### src/verilog/adcd_pkg.sv
package adcd_pkg;

  // Clock rate
  localparam int unsigned CLK_MHZ      = 10;
  // Least time of one calibration step
  localparam int unsigned CAL_STEP_NS  = 2000;
  localparam int unsigned CAL_STEP_CYC = (CAL_STEP_NS * CLK_MHZ + 999) / 1000;
  // Least time of one conversion
  localparam int unsigned CONV_NS      = 3000;
  localparam int unsigned CONV_CYC     = (CONV_NS * CLK_MHZ + 999) / 1000;
  // Counter width and reload values
  localparam int unsigned CNT_W        = 6;
  localparam logic [5:0]  CAL_LD       = 6'(CAL_STEP_CYC - 1);
  localparam logic [5:0]  CONV_LD      = 6'(CONV_CYC - 1);

  // Register address map
  localparam logic        ADDR_CTRL    = 1'h0;
  // Values after reset
  localparam logic [13:0] RST_CTRL     = 14'h0000;
  localparam logic [15:0] RST_RDATA    = 16'h0000;
  // Read target that selects the state word
  localparam logic [1:0]  RT_STATE     = 2'h3;
  // Identifier field of the state word
  localparam logic [1:0]  STATE_ID     = 2'h3;
  // Negative input code for analog ground
  localparam logic [3:0]  AIN_GND      = 4'h0;

  // Control word, MSB first
  typedef struct packed {
    logic       input_config_select;
    logic [2:0] channel_sel;
    logic [1:0] power_down_sel;
    logic [1:0] read_target;
    logic       if_mode;
    logic       conv_start;
    logic       cal_kind;
    logic [1:0] cal_target;
    logic       cal_launch;
  } adcd_ctrl_s;

  // Calibration step in progress
  typedef enum logic [1:0] {
    STEP_NONE,
    STEP_DAC,
    STEP_GAIN,
    STEP_OFFS
  } adcd_step_e;

  // Analog input routing
  typedef struct packed {
    logic [3:0] pos;
    logic [3:0] neg;
  } adcd_mux_s;

  // Calibration engine outputs
  typedef struct packed {
    logic       active;
    logic       sys;
    adcd_step_e step;
  } adcd_cal_s;

endpackage

### src/verilog/adcd_top.sv
// The plain strobed port and the placing of the registers were decided locally.
`timescale 1ns/1ps
// Operation
// - Differential: pairs routed, upper codes swap
// - Single-ended: odd then even, ground negative
// - Self full: DAC, gain, offset; default
// - Self 01: gain then offset
// - Self 10 offset only, 11 gain only
// - System full: DAC, gain, offset
// - System 01: gain then offset
// - System 10 offset only, 11 gain
// - Status read-only, selected by target 11
// - Status bits zero after power-up, except bits 7..6
// - Status bit 15 always zero
// - Bit 14 busy converting or calibrating
// - Bits 13..10 show channel selection
// - Bits 9..8 show power-down selection
// - Bits 7..6 always one
// - Bit 5 mode, cleared every read
// - Bit 3 shows calibration kind
// - Bit 0 shows calibration running
// - Bits 2..1 show calibration selection
// - Launch starts calibration, clears when done
module adcd_top (
  input  wire logic              clk,
  input  wire logic              rst_n,
  input  wire logic              reg_addr,
  input  wire logic [15:0]       reg_wdata,
  input  wire logic              reg_wr,
  input  wire logic              reg_rd,
  output logic      [15:0]       reg_rdata,
  output adcd_pkg::adcd_mux_s    ain_sel,
  output adcd_pkg::adcd_cal_s    cal_state
);

  ////////////////////////////////////////////////////////////////////
  // State

  // Whole state of the block
  typedef struct packed {
    adcd_pkg::adcd_ctrl_s ctrl;     // Control word
    logic [2:0]           plan;     // Steps left: DAC, gain, offset
    logic [5:0]           cal_cnt;  // Cycles left in step
    logic [5:0]           conv_cnt; // Cycles left in conversion
    logic [15:0]          rdata;    // Read data
    adcd_pkg::adcd_mux_s  mux;      // Input routing
    adcd_pkg::adcd_cal_s  cal;      // Calibration outputs
  } adcd_state_s;

  adcd_state_s s_q;                 // Registered state
  adcd_state_s s_d;                 // Next state

  ////////////////////////////////////////////////////////////////////
  // Functions

  // Channel code to input pair
  function automatic adcd_pkg::adcd_mux_s route(
    input logic       sgl,
    input logic [2:0] ch
  );
    adcd_pkg::adcd_mux_s m;
    // Odd inputs for low codes, even for high
    m.pos = 4'({ch[1:0], ch[2]}) + 4'h1;
    if (sgl) begin
      // Single-ended: ground on minus side
      m.neg = adcd_pkg::AIN_GND;
    end else begin
      // Differential: partner of the pair
      m.neg = 4'({ch[1:0], ~ch[2]}) + 4'h1;
    end
    return m;
  endfunction

  // Selection bits to step plan
  function automatic logic [2:0] plan_of(
    input logic [1:0] tgt
  );
    logic [2:0] p;
    case (tgt)
      2'h0:    p = 3'h7;
      2'h1:    p = 3'h3;
      2'h2:    p = 3'h1;
      2'h3:    p = 3'h2;
      default: p = 3'h0;
    endcase
    return p;
  endfunction

  // First step left in a plan
  function automatic adcd_pkg::adcd_step_e first_step(
    input logic [2:0] p
  );
    adcd_pkg::adcd_step_e st;
    // DAC, then gain, then offset
    if (p[2]) begin
      st = adcd_pkg::STEP_DAC;
    end else if (p[1]) begin
      st = adcd_pkg::STEP_GAIN;
    end else if (p[0]) begin
      st = adcd_pkg::STEP_OFFS;
    end else begin
      st = adcd_pkg::STEP_NONE;
    end
    return st;
  endfunction

  // Plan bit of a step
  function automatic logic [2:0] step_bit(
    input adcd_pkg::adcd_step_e st
  );
    logic [2:0] b;
    case (st)
      adcd_pkg::STEP_DAC:  b = 3'h4;
      adcd_pkg::STEP_GAIN: b = 3'h2;
      adcd_pkg::STEP_OFFS: b = 3'h1;
      default:             b = 3'h0;
    endcase
    return b;
  endfunction

  // Build the state word
  function automatic logic [15:0] state_word(
    input adcd_pkg::adcd_ctrl_s c
  );
    logic [15:0] w;
    w = {1'b0,
         c.conv_start | c.cal_launch,
         c.input_config_select,
         c.channel_sel,
         c.power_down_sel,
         adcd_pkg::STATE_ID,
         c.if_mode,
         1'b0,
         c.cal_kind,
         c.cal_target,
         c.cal_launch};
    return w;
  endfunction

  ////////////////////////////////////////////////////////////////////
  // Decode

  // Write to the control word
  logic ctrl_wr;
  assign ctrl_wr = reg_wr && (reg_addr == adcd_pkg::ADDR_CTRL);

  // Read of the state word
  logic state_rd;
  assign state_rd = reg_rd && (reg_addr == adcd_pkg::ADDR_CTRL)
                    && (s_q.ctrl.read_target == adcd_pkg::RT_STATE);

  // Calibration launch from idle
  logic cal_start;
  assign cal_start = ctrl_wr && reg_wdata[0] && !s_q.ctrl.cal_launch;

  ////////////////////////////////////////////////////////////////////
  // Next state

  // All next-state logic
  always_comb begin
    adcd_pkg::adcd_ctrl_s w;
    logic [2:0]           left;
    w         = adcd_pkg::adcd_ctrl_s'(reg_wdata[13:0]);
    left      = 3'h0;
    s_d       = s_q;
    s_d.rdata = adcd_pkg::RST_RDATA;

    // Conversion timer
    if (s_q.ctrl.conv_start) begin
      if (s_q.conv_cnt == '0) begin
        // End of conversion
        s_d.ctrl.conv_start = 1'b0;
      end else begin
        s_d.conv_cnt = s_q.conv_cnt - 6'h1;
      end
    end

    // Control word write
    if (ctrl_wr) begin
      // Running work is not restarted
      if (s_q.ctrl.cal_launch) begin
        w.cal_launch = 1'b1;
      end
      if (s_d.ctrl.conv_start) begin
        w.conv_start = 1'b1;
      end else if (w.conv_start) begin
        // New conversion
        s_d.conv_cnt = adcd_pkg::CONV_LD;
      end
      s_d.ctrl = w;
    end

    // Calibration sequencer
    if (cal_start) begin
      // Plan from selection only; kind latched as sys
      s_d.plan     = plan_of(w.cal_target);
      s_d.cal.sys  = w.cal_kind;
      s_d.cal.step = first_step(s_d.plan);
      s_d.cal_cnt  = adcd_pkg::CAL_LD;
    end else if (s_q.ctrl.cal_launch) begin
      if (s_q.cal_cnt == '0) begin
        // Step done, move on
        left         = s_q.plan & ~step_bit(s_q.cal.step);
        s_d.plan     = left;
        s_d.cal.step = first_step(left);
        s_d.cal_cnt  = adcd_pkg::CAL_LD;
        if (left == 3'h0) begin
          // Sequence done, launch clears
          s_d.ctrl.cal_launch = 1'b0;
        end
      end else begin
        s_d.cal_cnt = s_q.cal_cnt - 6'h1;
      end
    end

    // Register read
    if (reg_rd) begin
      if (state_rd) begin
        // Read-only state word
        s_d.rdata = state_word(s_q.ctrl);
      end
      // Mode bit clears after any read
      s_d.ctrl.if_mode = 1'b0;
    end

    // Registered outputs
    s_d.mux        = route(s_d.ctrl.input_config_select,
                           s_d.ctrl.channel_sel);
    s_d.cal.active = s_d.ctrl.cal_launch;
  end

  ////////////////////////////////////////////////////////////////////
  // Registers

  // State register, cleared at power-up except routing, which loads pos 1, neg 2
  always_ff @(posedge clk or negedge rst_n) begin
    if (!rst_n) begin
      s_q            <= '0;
      s_q.ctrl       <= adcd_pkg::RST_CTRL;
      s_q.rdata      <= adcd_pkg::RST_RDATA;
      s_q.mux.pos    <= 4'h1;
      s_q.mux.neg    <= 4'h2;
      s_q.cal.step   <= adcd_pkg::STEP_NONE;
    end else begin
      s_q <= s_d;
    end
  end

  // Outputs straight from the register
  assign reg_rdata = s_q.rdata;
  assign ain_sel   = s_q.mux;
  assign cal_state = s_q.cal;

  ////////////////////////////////////////////////////////////////////
  // Assertions

  // Step length for checks
  localparam int STEP_C = int'(adcd_pkg::CAL_STEP_CYC);
endmodule

### config.mk
export PLATFORM = sky130hd
export DESIGN_NAME = adcd_top
export DESIGN_NICKNAME = d
export VERILOG_FILES = /design/src/verilog/adcd_pkg.sv /design/src/verilog/adcd_top.sv
export SDC_FILE = /design/constraint.sdc
export NUM_CORES = 1
export LEC_CHECK = 0
export BUFFER_PORTS_ARGS = -buffer_cell sky130_fd_sc_hd__buf_2
export CORE_ASPECT_RATIO = 0.7
export CORE_UTILIZATION = 59
export DETAILED_ROUTE_END_ITERATION = 10
export PLACE_DENSITY = 0.85
export REMOVE_ABC_BUFFERS = 1
export SLEW_MARGIN = 30
export SYNTH_ARGS = -nofsm -noshare
export SYNTH_HDL_FRONTEND = slang
export SYNTH_SLANG_ARGS = --single-unit
### constraint.sdc
create_clock -name clk -period 3.05 [get_ports clk]
set_input_delay 0.4575 -clock clk [delete_from_list [all_inputs] [get_ports clk]]
set_output_delay 0.4575 -clock clk [all_outputs]
set_load 0.05 [all_outputs]
==> impl_results.md, run 1 <==
* Leak pwr at between 1 and 1.5 nW
* Final setup violation count at 0
* Synth unique cells at 49
* DRC violations left at 0
* Vias in the first global route at 1574
* Die span in x at 80.09 um
* HPWL Detailed at 3113 um
* Clk pin slew, worst setup/hold paths at 100 ps
* Post-Synthesis Mean Instance Area at 10.28 um2
* Number of synthesized flops with an enable pin at 0
* Minimum clock period at roughly 1900 ps
* WHS at ~30 ps
* Final Max Slew Viols at 0
* Synth Area in Adders at 2.484%
* Global-route wire length before repair at roughly 7400 um
* Die area at between 4000 and 5000 um2
* Post-synth top area share at 50.67%
* Area growth syn-to-layout at 5.415%
* Simple logic cell fraction of the synthesized area at approximately 18%
* Initial Util at a little over three fifths
* Fillers at 312
* Clock network power share at 20.2%
* Layout cell share with drive strength beyond 1 at between 20% and 30%
* Synth Area in XOR/XNOR at 1.043%
* FF-to-FF path depth at 6
* Synthesized flop and latch total at 53
* Post-synthesis mux area share at 1.838%
* Power Density at 746.7 nW/um2
* Non-filler instance count after layout at about 320
* Area of the multi-input gates at 898.4 um2
* Clock root buffer: clkbuf_8
* Length of the first detailed-routing pass in iterations at 4
* Overflow after GRT at 0
* Setup crit start kind: flip-flop
* Vias at 1712
* Initial antenna violation count at 0
* Final Hold Viols at 0
* Setup Buffers After CTS at 0
* Worst-Margin Slew at 640.3 ps
* Num CTS Buffers at 5
* Htree depth at 2
* Tcrit/Tclk final at 63.20%
* Sw frac at about 39%
* Antenna cells at 0
* Clock Skew at 7.430 ps
* IO Pins at 49
* Total of max-cap violations at 0
* Cell-internal power at 1.216 mW
* # hold bufs at CTS at 0
* Mapped cell area at 2519 um2
* CTS tree: built
* Sink Count at 53
* Synth area leaders: dfrtp_1 51%, buf_4 8.9%, nand2_1 5.7%, a21oi_1 3.0%, and2_1 2.7%
* Post-Synthesis Cells at 245
* RR Endpoint: s_q[40]$_DFFE_PN0P_
* Setup slack, reg-to-reg at 1120 ps
* Critical Path End Type: flip-flop
* Top-count cell post-synth: dfrtp_1
* Combinational share of power at 31.0%
* Maximum vdd drop at around 0.00060 V
* Post-synthesis compound-gate area fraction at 11.72%
* Worst hold path class: input pin to async pin
* Final instance area at 2655 um2
* RSZ-0062 raised after global routing: no
* Ys flop type: dfrtp_1
* Worst Path Arrival at approximately 2100 ps
* Setup ws final at about 1100 ps
* Critical Path RT at 3250 ps
* Placer Congestion at around 0.86
* Worst slew margin at between 50% and 60%
* Total negative setup slack at 0 ps
* WL/cell at 13.98 um
* Number of gates resized after cts at 0
* WL final at around 4400 um
* Core ar. at 3994 um2
* Ys async rst share at 100.0%
* Max Fclk at 518.8 MHz
* Final Power at 1.982 mW
* Synth area leader: dfrtp_1
* Std cell rows at 19
* Sw power at 0.7665 mW
* Post-synth top cells: 51 x dfrtp_1, 38 x nand2_1, 30 x buf_4
* Vert. Die Dim at 56.67 um
* Largest net degree at the start of global routing at 39
* Dpl cells at 308
* Total GRT Usage at 22.01%
* Worst-Skew Late Latency at just over 300 ps
* Clock Path Buffers at 2
* DP Worst Slack at 903.9 ps
* Yosys warnings at 0
* Vias per std cell at about 5.4
* Post-route core utilization at between 60% and 70%
* Placed instance area at 2565 um2
* Seq/Total Area, Yosys at 52.76%
* Final nets at 289
* Startpoint of the worst register-to-register path: s_q[34]$_DFFE_PN0P_
* Storage cell area at 1329 um2
* Kind of critical path: flip-flop to flip-flop
* Status: complete, no violations
* PortBufs at 44
* Crit-path max FO at 9
* DRT iter0 DRCs at 237
* DRT antenna net count at 0
* Seq pwr share at 48.8%
* Main combinational cell family by area after synthesis: simple AND/OR/NAND/NOR gates
final cells by class:
class / instances / share of cell area, %
Clock buffer: 5 / 2.592
Clock inverter: 3 / 0.8011
Inverter: 10 / 1.414
Multi-Input combinational cell: 147 / 33.84
Sequential cell: 53 / 50.05
Tap cell: 52 / 2.451
Timing Repair Buffer: 46 / 8.860
registers in the layout (all words and copies together) (netlist names):
| signal | cells |
|---|---|
| cal_state | 4 |
| reg_rdata | 13 |
| s_q | 28 |
| ain_sel | 8 |
power by group through the flow:
stage,combinational [mW],clock [mW],sequential (mW)
4_1_cts,0.616,0.410,0.965
3_3_place_gp,0.593,0,0.971
5_1_grt,0.672,0.437,0.992
6_report,0.615,0.400,0.968
2_1_floorplan,0.307,0,1.12
3_5_place_dp,0.614,0,0.978
worst max-delay path: stages, from the launching register on:
cell,delay (ps)
dfrtp_1,420
inv_1,70
ha_1,180
nor3b_2,270
and3_1,440
nor2b_4,90
a221o_1,350
worst max-delay path by stage:
stage | start | end | slack, ps | cells after the start
6_report | s_q[34]$_DFFE_PN0P_ | s_q[40]$_DFFE_PN0P_ | 1120 | 6
5_1_grt | s_q[34]$_DFFE_PN0P_ | cal_state[0]$_DFFE_PN0P_ | 980 | 6
4_1_cts | s_q[34]$_DFFE_PN0P_ | s_q[40]$_DFFE_PN0P_ | 1130 | 6
3_5_place_dp | reg_addr | ain_sel[6]$_DFF_PN0_ | 900 | 6
3_3_place_gp | reg_addr | ain_sel[6]$_DFF_PN0_ | 970 | 6
2_1_floorplan | reg_wr | s_q[40]$_DFFE_PN0P_ | 1050 | 4
kinds of logic after synthesis:
family          count (synthesis)
compound gates                 45
xor+xnor                        3
fa+ha+maj                       5
buf+inv                        46
flops                          53
mux                             4
other cells                     1
simple gates                   88
routing by layer:
metal  wire (um)  up-vias  global-route usage, %
met5           0        -                      0
met4          44        0                  7.398
met3         306        5                  5.691
met2        1983       59                  32.48
met1        2083      825                  31.77
li1            -      823                      -
placed cells by master, fill, tap and decap left out, drive strengths merged, types with 4 or more instances in the layout:
master and instances:
a21oi 15, and2 11, buf 46, clkbuf 5, dfrtp 51, ha 5, inv 11, nand2 38
nor2 12, nor2b 4, nor3 6, o21ai 6
Power figures use the tool's default switching activity.
==> run 2, diff against run 1 <==
- CORE_UTILIZATION: 59 -> 55
- PLACE_DENSITY: 0.85 -> 0.81
- clock period: 3.05 -> 1.8 ns (I/O delays scaled with it)
==> run 2 against run 1 <==
Core utilization fell by 3.5 points. Clock skew barely moved. Maximum frequency up 11%. Critical endpoint unchanged. Via count is 0.41% higher. Hold slack better by 94 ps. Wire length rose by 0.50%. Sequential cell count unchanged. Register-to-register slack lost 1100 ps.
==> impl_results.md, run 2 (synthesis gave the netlist of run 1 again) <==
* PortBufs at 44
* Length of the first detailed-routing pass in iterations at 4
* Slowest cell on the critical path: dfrtp_1
* Met3 Track Usage GR at under 10%
* Global routing's busiest layer: met2
* Critical Path RT at 2000 ps
* Met2 usage at 33.14%
* CP max stage delay at 400 ps
* Commonest non-fill, non-tap cell in the layout: dfrtp_1
* Largest net degree at the start of global routing at 37
* WL/cell at roughly 14 um
* Vias in the first global route at between 1500 and 2000
* Vert. Die Dim at ~59 um
* Fillers at ~380
* HPWL Detailed at between 3000 and 4000 um
* DRT antenna net count at 0
* Leak pwr at 1.421 nW
* DRT iter0 DRCs at 81
* Std cell rows at 20
* Setup crit start kind: flip-flop
* Worst hold path class: input pin to flip-flop
* Largest register FFs at 28
* Core ar. at about 4400 um2
* Reg with most FFs: s_q
* Global-route wire length before repair at 7548 um
* Top delay family on crit path: simple AND/OR/NAND/NOR gates
* Non-filler instance count after layout at 324
* Tcrit/Tclk final at 96.41%
* Die span in x at 82.88 um
* Storage cell area at 1329 um2
* Max Fclk at 576.2 MHz
* Worst-Skew Late Latency at 310 ps
* Final setup violation count at 0
* Die area at about 4900 um2
* Vias at 1719
* Overflow after GRT at 0
* Antenna cells at 0
* Clk pin slew, worst setup/hold paths at approximately 90 ps
* Htree depth at 2
* Area of the multi-input gates at a little over 900 um2
* Grt met1 use at 26.98%
* Clock Skew at 7.008 ps
* Maximum vdd drop at 0.0008274 V
* Post-route core utilization at 62.94%
* Bufs and invs on worst path at 1
* Final Max Slew Viols at 0
* Status: complete, no violations
* Power Density at about 1300 nW/um2
* Worst Path Arrival at 1940 ps
* Sink Count at 53
* Worst-path cell chain: inv_1 > ha_1 > nor3b_4 > and3_4 > nor2b_4 > a221o_1
* Kind of critical path: flip-flop to flip-flop
* Setup Buffers After CTS at 0
* Final nets at between 200 and 300
* Dpl cells at 315
* Crit-path max FO at 8
* Num CTS Buffers at 5
* Initial Util at 57.51%
* Minimum clock period at 1735 ps
* Total GRT Usage at 20.27%
* Clock root buffer: clkbuf_8
* Placer Congestion at 0.8693
* Final Hold Viols at 0
* Vias per std cell at 5.306
* Most frequent cells in the layout: 51 x dfrtp_1, 44 x buf_2, 38 x nand2_1, 15 x a21oi_1, 12 x nor2_1
* WL final at approximately 4400 um
* Total of max-cap violations at 0
* IO Pins at 49
* Critical Path End Type: flip-flop
* Layout cell share with drive strength beyond 1 at 25.65%
* DRC violations left at 0
* CTS tree: built
* Area growth syn-to-layout at 9.438%
* Clock Path Buffers at 2
* Initial antenna violation count at 0
==> run 2: stage by stage <==
| stage | TNS [ps] | power [mW] | hold WS [ps] | instance area (um2) | worst slack (ps) |
|---|---|---|---|---|---|
| 2_1_floorplan | -30.16 | 2.411 | -25.59 | 2265 | -15.09 |
| 3_3_place_gp | 0 | 2.722 | 218.1 | 2624 | 59.39 |
| 3_5_place_dp | -27.98 | 2.748 | 220.9 | 2624 | -23.69 |
| 4_1_cts | 0 | 3.563 | 120.4 | 2746 | 37.97 |
| 5_1_grt | -16.87 | 3.794 | 112.6 | 2756 | -13.54 |
| 6_report | 0 | 3.570 | 123.5 | 2756 | 64.56 |
==> run 2: repair_timing <==
item | CTS | global route
endpoints found under the setup margin | 2 | 5
endpoints found under the hold margin | 16 | 0
gates resized for setup | 1 | 2
pin swaps | 0 | 0
hold buffers | 1 | 0
==> run 2: area by class of cell <==
type	instances	share of cell area (%)
clock inverter	2	1.407
multi-input combinational	147	33.00
sequential	53	48.21
timing repair buffer	51	10.89
clock buffer	6	2.633
inverter	10	1.362
tap	55	2.497
==> run 2: power by group <==
part           internal [mW]  switching (mW)
logic                  0.427           0.731
clock network          0.417           0.383
registers               1.40           0.207
==> run 2: final timing paths <==
check                                     from                endpoint  slack, ps  depth (start not counted)
max                        s_q[35]$_DFFE_PN0P_     s_q[40]$_DFFE_PN0P_         60                          6
min                                     reg_rd     s_q[48]$_DFFE_PN0P_        120                          2
max reg2reg                s_q[35]$_DFFE_PN0P_     s_q[40]$_DFFE_PN0P_         60                          6
min reg2reg                s_q[46]$_DFFE_PN0N_     s_q[46]$_DFFE_PN0N_        470                          2
max in group asynchronous                rst_n    ain_sel[1]$_DFF_PN1_        810                          3
min in group asynchronous                rst_n  reg_rdata[8]$_DFF_PN0_        410                          2
==> run 2: worst register-to-register path, stage by stage (launching register included) <==
cell and delay (ps):
dfrtp_1 400, inv_1 100, ha_1 200, nor3b_4 250, and3_4 290, nor2b_4 60, a221o_1 340
==> run 2: routing by layer <==
metal / vias to the layer above / wire [um]
li1: 842 / -
met5: - / 0
met2: 51 / 1996
met1: 818 / 2138
met4: 0 / 61
met3: 8 / 242
==> run 3, diff against run 2 <==
- CORE_UTILIZATION: 55 -> 59
- PLACE_DENSITY: 0.81 -> 0.85
- clock period: 1.8 -> 2.05 ns (I/O delays scaled with it)
==> run 3 against run 2 <==
Combinational power shrank 21%. Maximum frequency shrank 7.3%. Hold slack gained 40 ps. Wire length grew 1.4%. Final cell count shrank 1.5%. Register-to-register slack gained 110 ps. Sequential power shrank 11%. Core utilization grew 4.5 points.
==> impl_results.md, run 3 (synthesis gave the netlist of run 1 again) <==
* Min-Delay Startpoint: reg_rd
* DP Worst Slack at 197.8 ps
* Vias per std cell at 5.483
* Clock root buffer: clkbuf_8
* Final nets at 292
* Placer Congestion at 0.8588
* Bufs and invs on worst path at 1
* DRC violations left at 0
* Vias in the first global route at 1676
* Clk pin slew, worst setup/hold paths at 90 ps
* Setup crit start kind: flip-flop
* Setup Buffers After CTS at 0
* Crit-path max FO at 9
* Final Hold Viols at 0
* WL/cell at 14.11 um
* Die span in x at 80.09 um
* Final setup violation count at 0
* Sink Count at 53
* Worst hold path class: input pin to flip-flop
* Worst Path Arrival at 2080 ps
* DRT iter0 DRCs at 162
* Post-route core utilization at 67.45%
* Critical Path End Type: flip-flop
* Total of max-cap violations at 0
* Final Max Slew Viols at 0
* Overflow after GRT at 0
* IO Pins at 49
* Worst-Margin Slew at about 520 ps
* Critical Path RT at about 2300 ps
* Clock Path Buffers at 2
* Initial Util at about 63%
* PortBufs at 44
* Number of gates resized after cts at 0
* Length of the first detailed-routing pass in iterations at 4
* Most frequent cells in the layout: 51 x dfrtp_1, 44 x buf_2, 38 x nand2_1, 15 x a21oi_1, 12 x nor2_1
* Leak pwr at roughly 1.4 nW
* CTS tree: built
* Slowest cell on the critical path: and3_1
* # hold bufs at CTS at 1
* Minimum clock period at around 1900 ps
* Maximum vdd drop at between 0.0006 and 0.0007 V
* Worst slew margin at 65.03%
* Layout cell share with drive strength beyond 1 at 25.09%
* Total negative setup slack at 0 ps
* Worst-path cell chain: inv_1 > ha_1 > nor3b_2 > and3_1 > nor2b_4 > a221o_1
* Dpl cells at 310
* Setup ws final at 177.2 ps
* Antenna cells at 0
* Core ar. at about 4000 um2
* WL final at 4500 um
* Top delay family on crit path: simple AND/OR/NAND/NOR gates
* Commonest non-fill, non-tap cell in the layout: dfrtp_1
* HPWL Detailed at between 3000 and 4000 um
* Clock Skew at between 5 and 6 ps
* Vias at 1749
* Htree depth at 2
* Status: complete, no violations
* Tcrit/Tclk final at between 90% and 100%
* Num CTS Buffers at 5
* Vert. Die Dim at 56.67 um
* Non-filler instance count after layout at around 320
* Largest register FFs at 28
* DRT antenna net count at 0
* Reg with most FFs: s_q
* Max Fclk at approximately 530 MHz
* Kind of critical path: flip-flop to flip-flop
* CP max stage delay at 430 ps
* Worst-Skew Late Latency at 310 ps
* Fillers at 308
* Startpoint of the worst register-to-register path: s_q[34]$_DFFE_PN0P_
* Die area at around 4500 um2
* Crit path from: s_q[34]$_DFFE_PN0P_
* Initial antenna violation count at 0
* Power Density at 1094 nW/um2
* Total GRT Usage at between 20% and 30%
* Area growth syn-to-layout at 6.955%
* Std cell rows at 19
* Largest net degree at the start of global routing at 32
* RSZ-0062 raised after global routing: no
* Global-route wire length before repair at 7838 um
* Final Power at approximately 3 mW
[run 3: cell types whose count changed in the layout (fill, tap and decap cells not counted)]
cell and change:
clkbuf_1 -1, buf_12 -1, clkinv_2 +1, and3_1 +1, nor3b_4 -1, buf_4 -1
nor3b_2 +1, and3_4 -1, bufinv_16 -1, clkinv_4 +1
[run 3: final timing paths]
| check | endpoint | slack [ps] | depth (start not counted) |
|---|---|---|---|
| max in group asynchronous | s_q[33]$_DFF_PN0_ | 1020 | 3 |
| worst max-delay path | s_q[40]$_DFFE_PN0P_ | 180 | 6 |
| worst max register to register | s_q[40]$_DFFE_PN0P_ | 180 | 6 |
| worst min-delay path | s_q[48]$_DFFE_PN0P_ | 160 | 2 |
| worst min register to register | s_q[52]$_DFFE_PN0N_ | 480 | 2 |
| min in group asynchronous | reg_rdata[2]$_DFF_PN0_ | 490 | 2 |
[run 3: worst reg2reg max path, cell delays in order, from the launching register on]
cell,delay [ps]
dfrtp_1,420
inv_1,70
ha_1,160
nor3b_2,250
and3_1,430
nor2b_4,90
a221o_1,350
[run 3: per-layer routing]
metal | wire length [um] | share of wire [%] | track usage, % | up-vias
met5 | 0 | 0 | 0 | -
met4 | 82 | 1.8 | 9.184 | 0
li1 | - | - | - | 834
met3 | 219 | 4.9 | 4.390 | 9
met1 | 2071 | 46 | 33.08 | 856
met2 | 2126 | 47 | 35.53 | 50
[run 3: final cells by class]
class	count	area (um2)	share of cell area (%)
Clock inverter	3	22.52	0.8360
Inverter	10	37.54	1.393
Tap cell	52	65.06	2.415
Sequential cell	53	1329	49.33
Multi-Input combinational cell	147	898.4	33.35
Timing Repair Buffer	49	272.8	10.13
Clock buffer	5	68.82	2.555
[run 3: through the flow]
stage / area [um2] / hold slack [ps]
6_report: 2694 / 163.6
4_1_cts: 2694 / 156.2
3_3_place_gp: 2592 / 303.8
2_1_floorplan: 2265 / 11.91
5_1_grt: 2694 / 154.3
3_5_place_dp: 2592 / 312.4
[run 3: report_power, final]
| group | internal [mW] | total [mW] | switching [mW] |
|---|---|---|---|
| registers | 1.23 | 1.44 | 0.205 |
| clock network | 0.243 | 0.592 | 0.349 |
| logic | 0.337 | 0.916 | 0.580 |
| total | 1.81 | 2.95 | 1.13 |
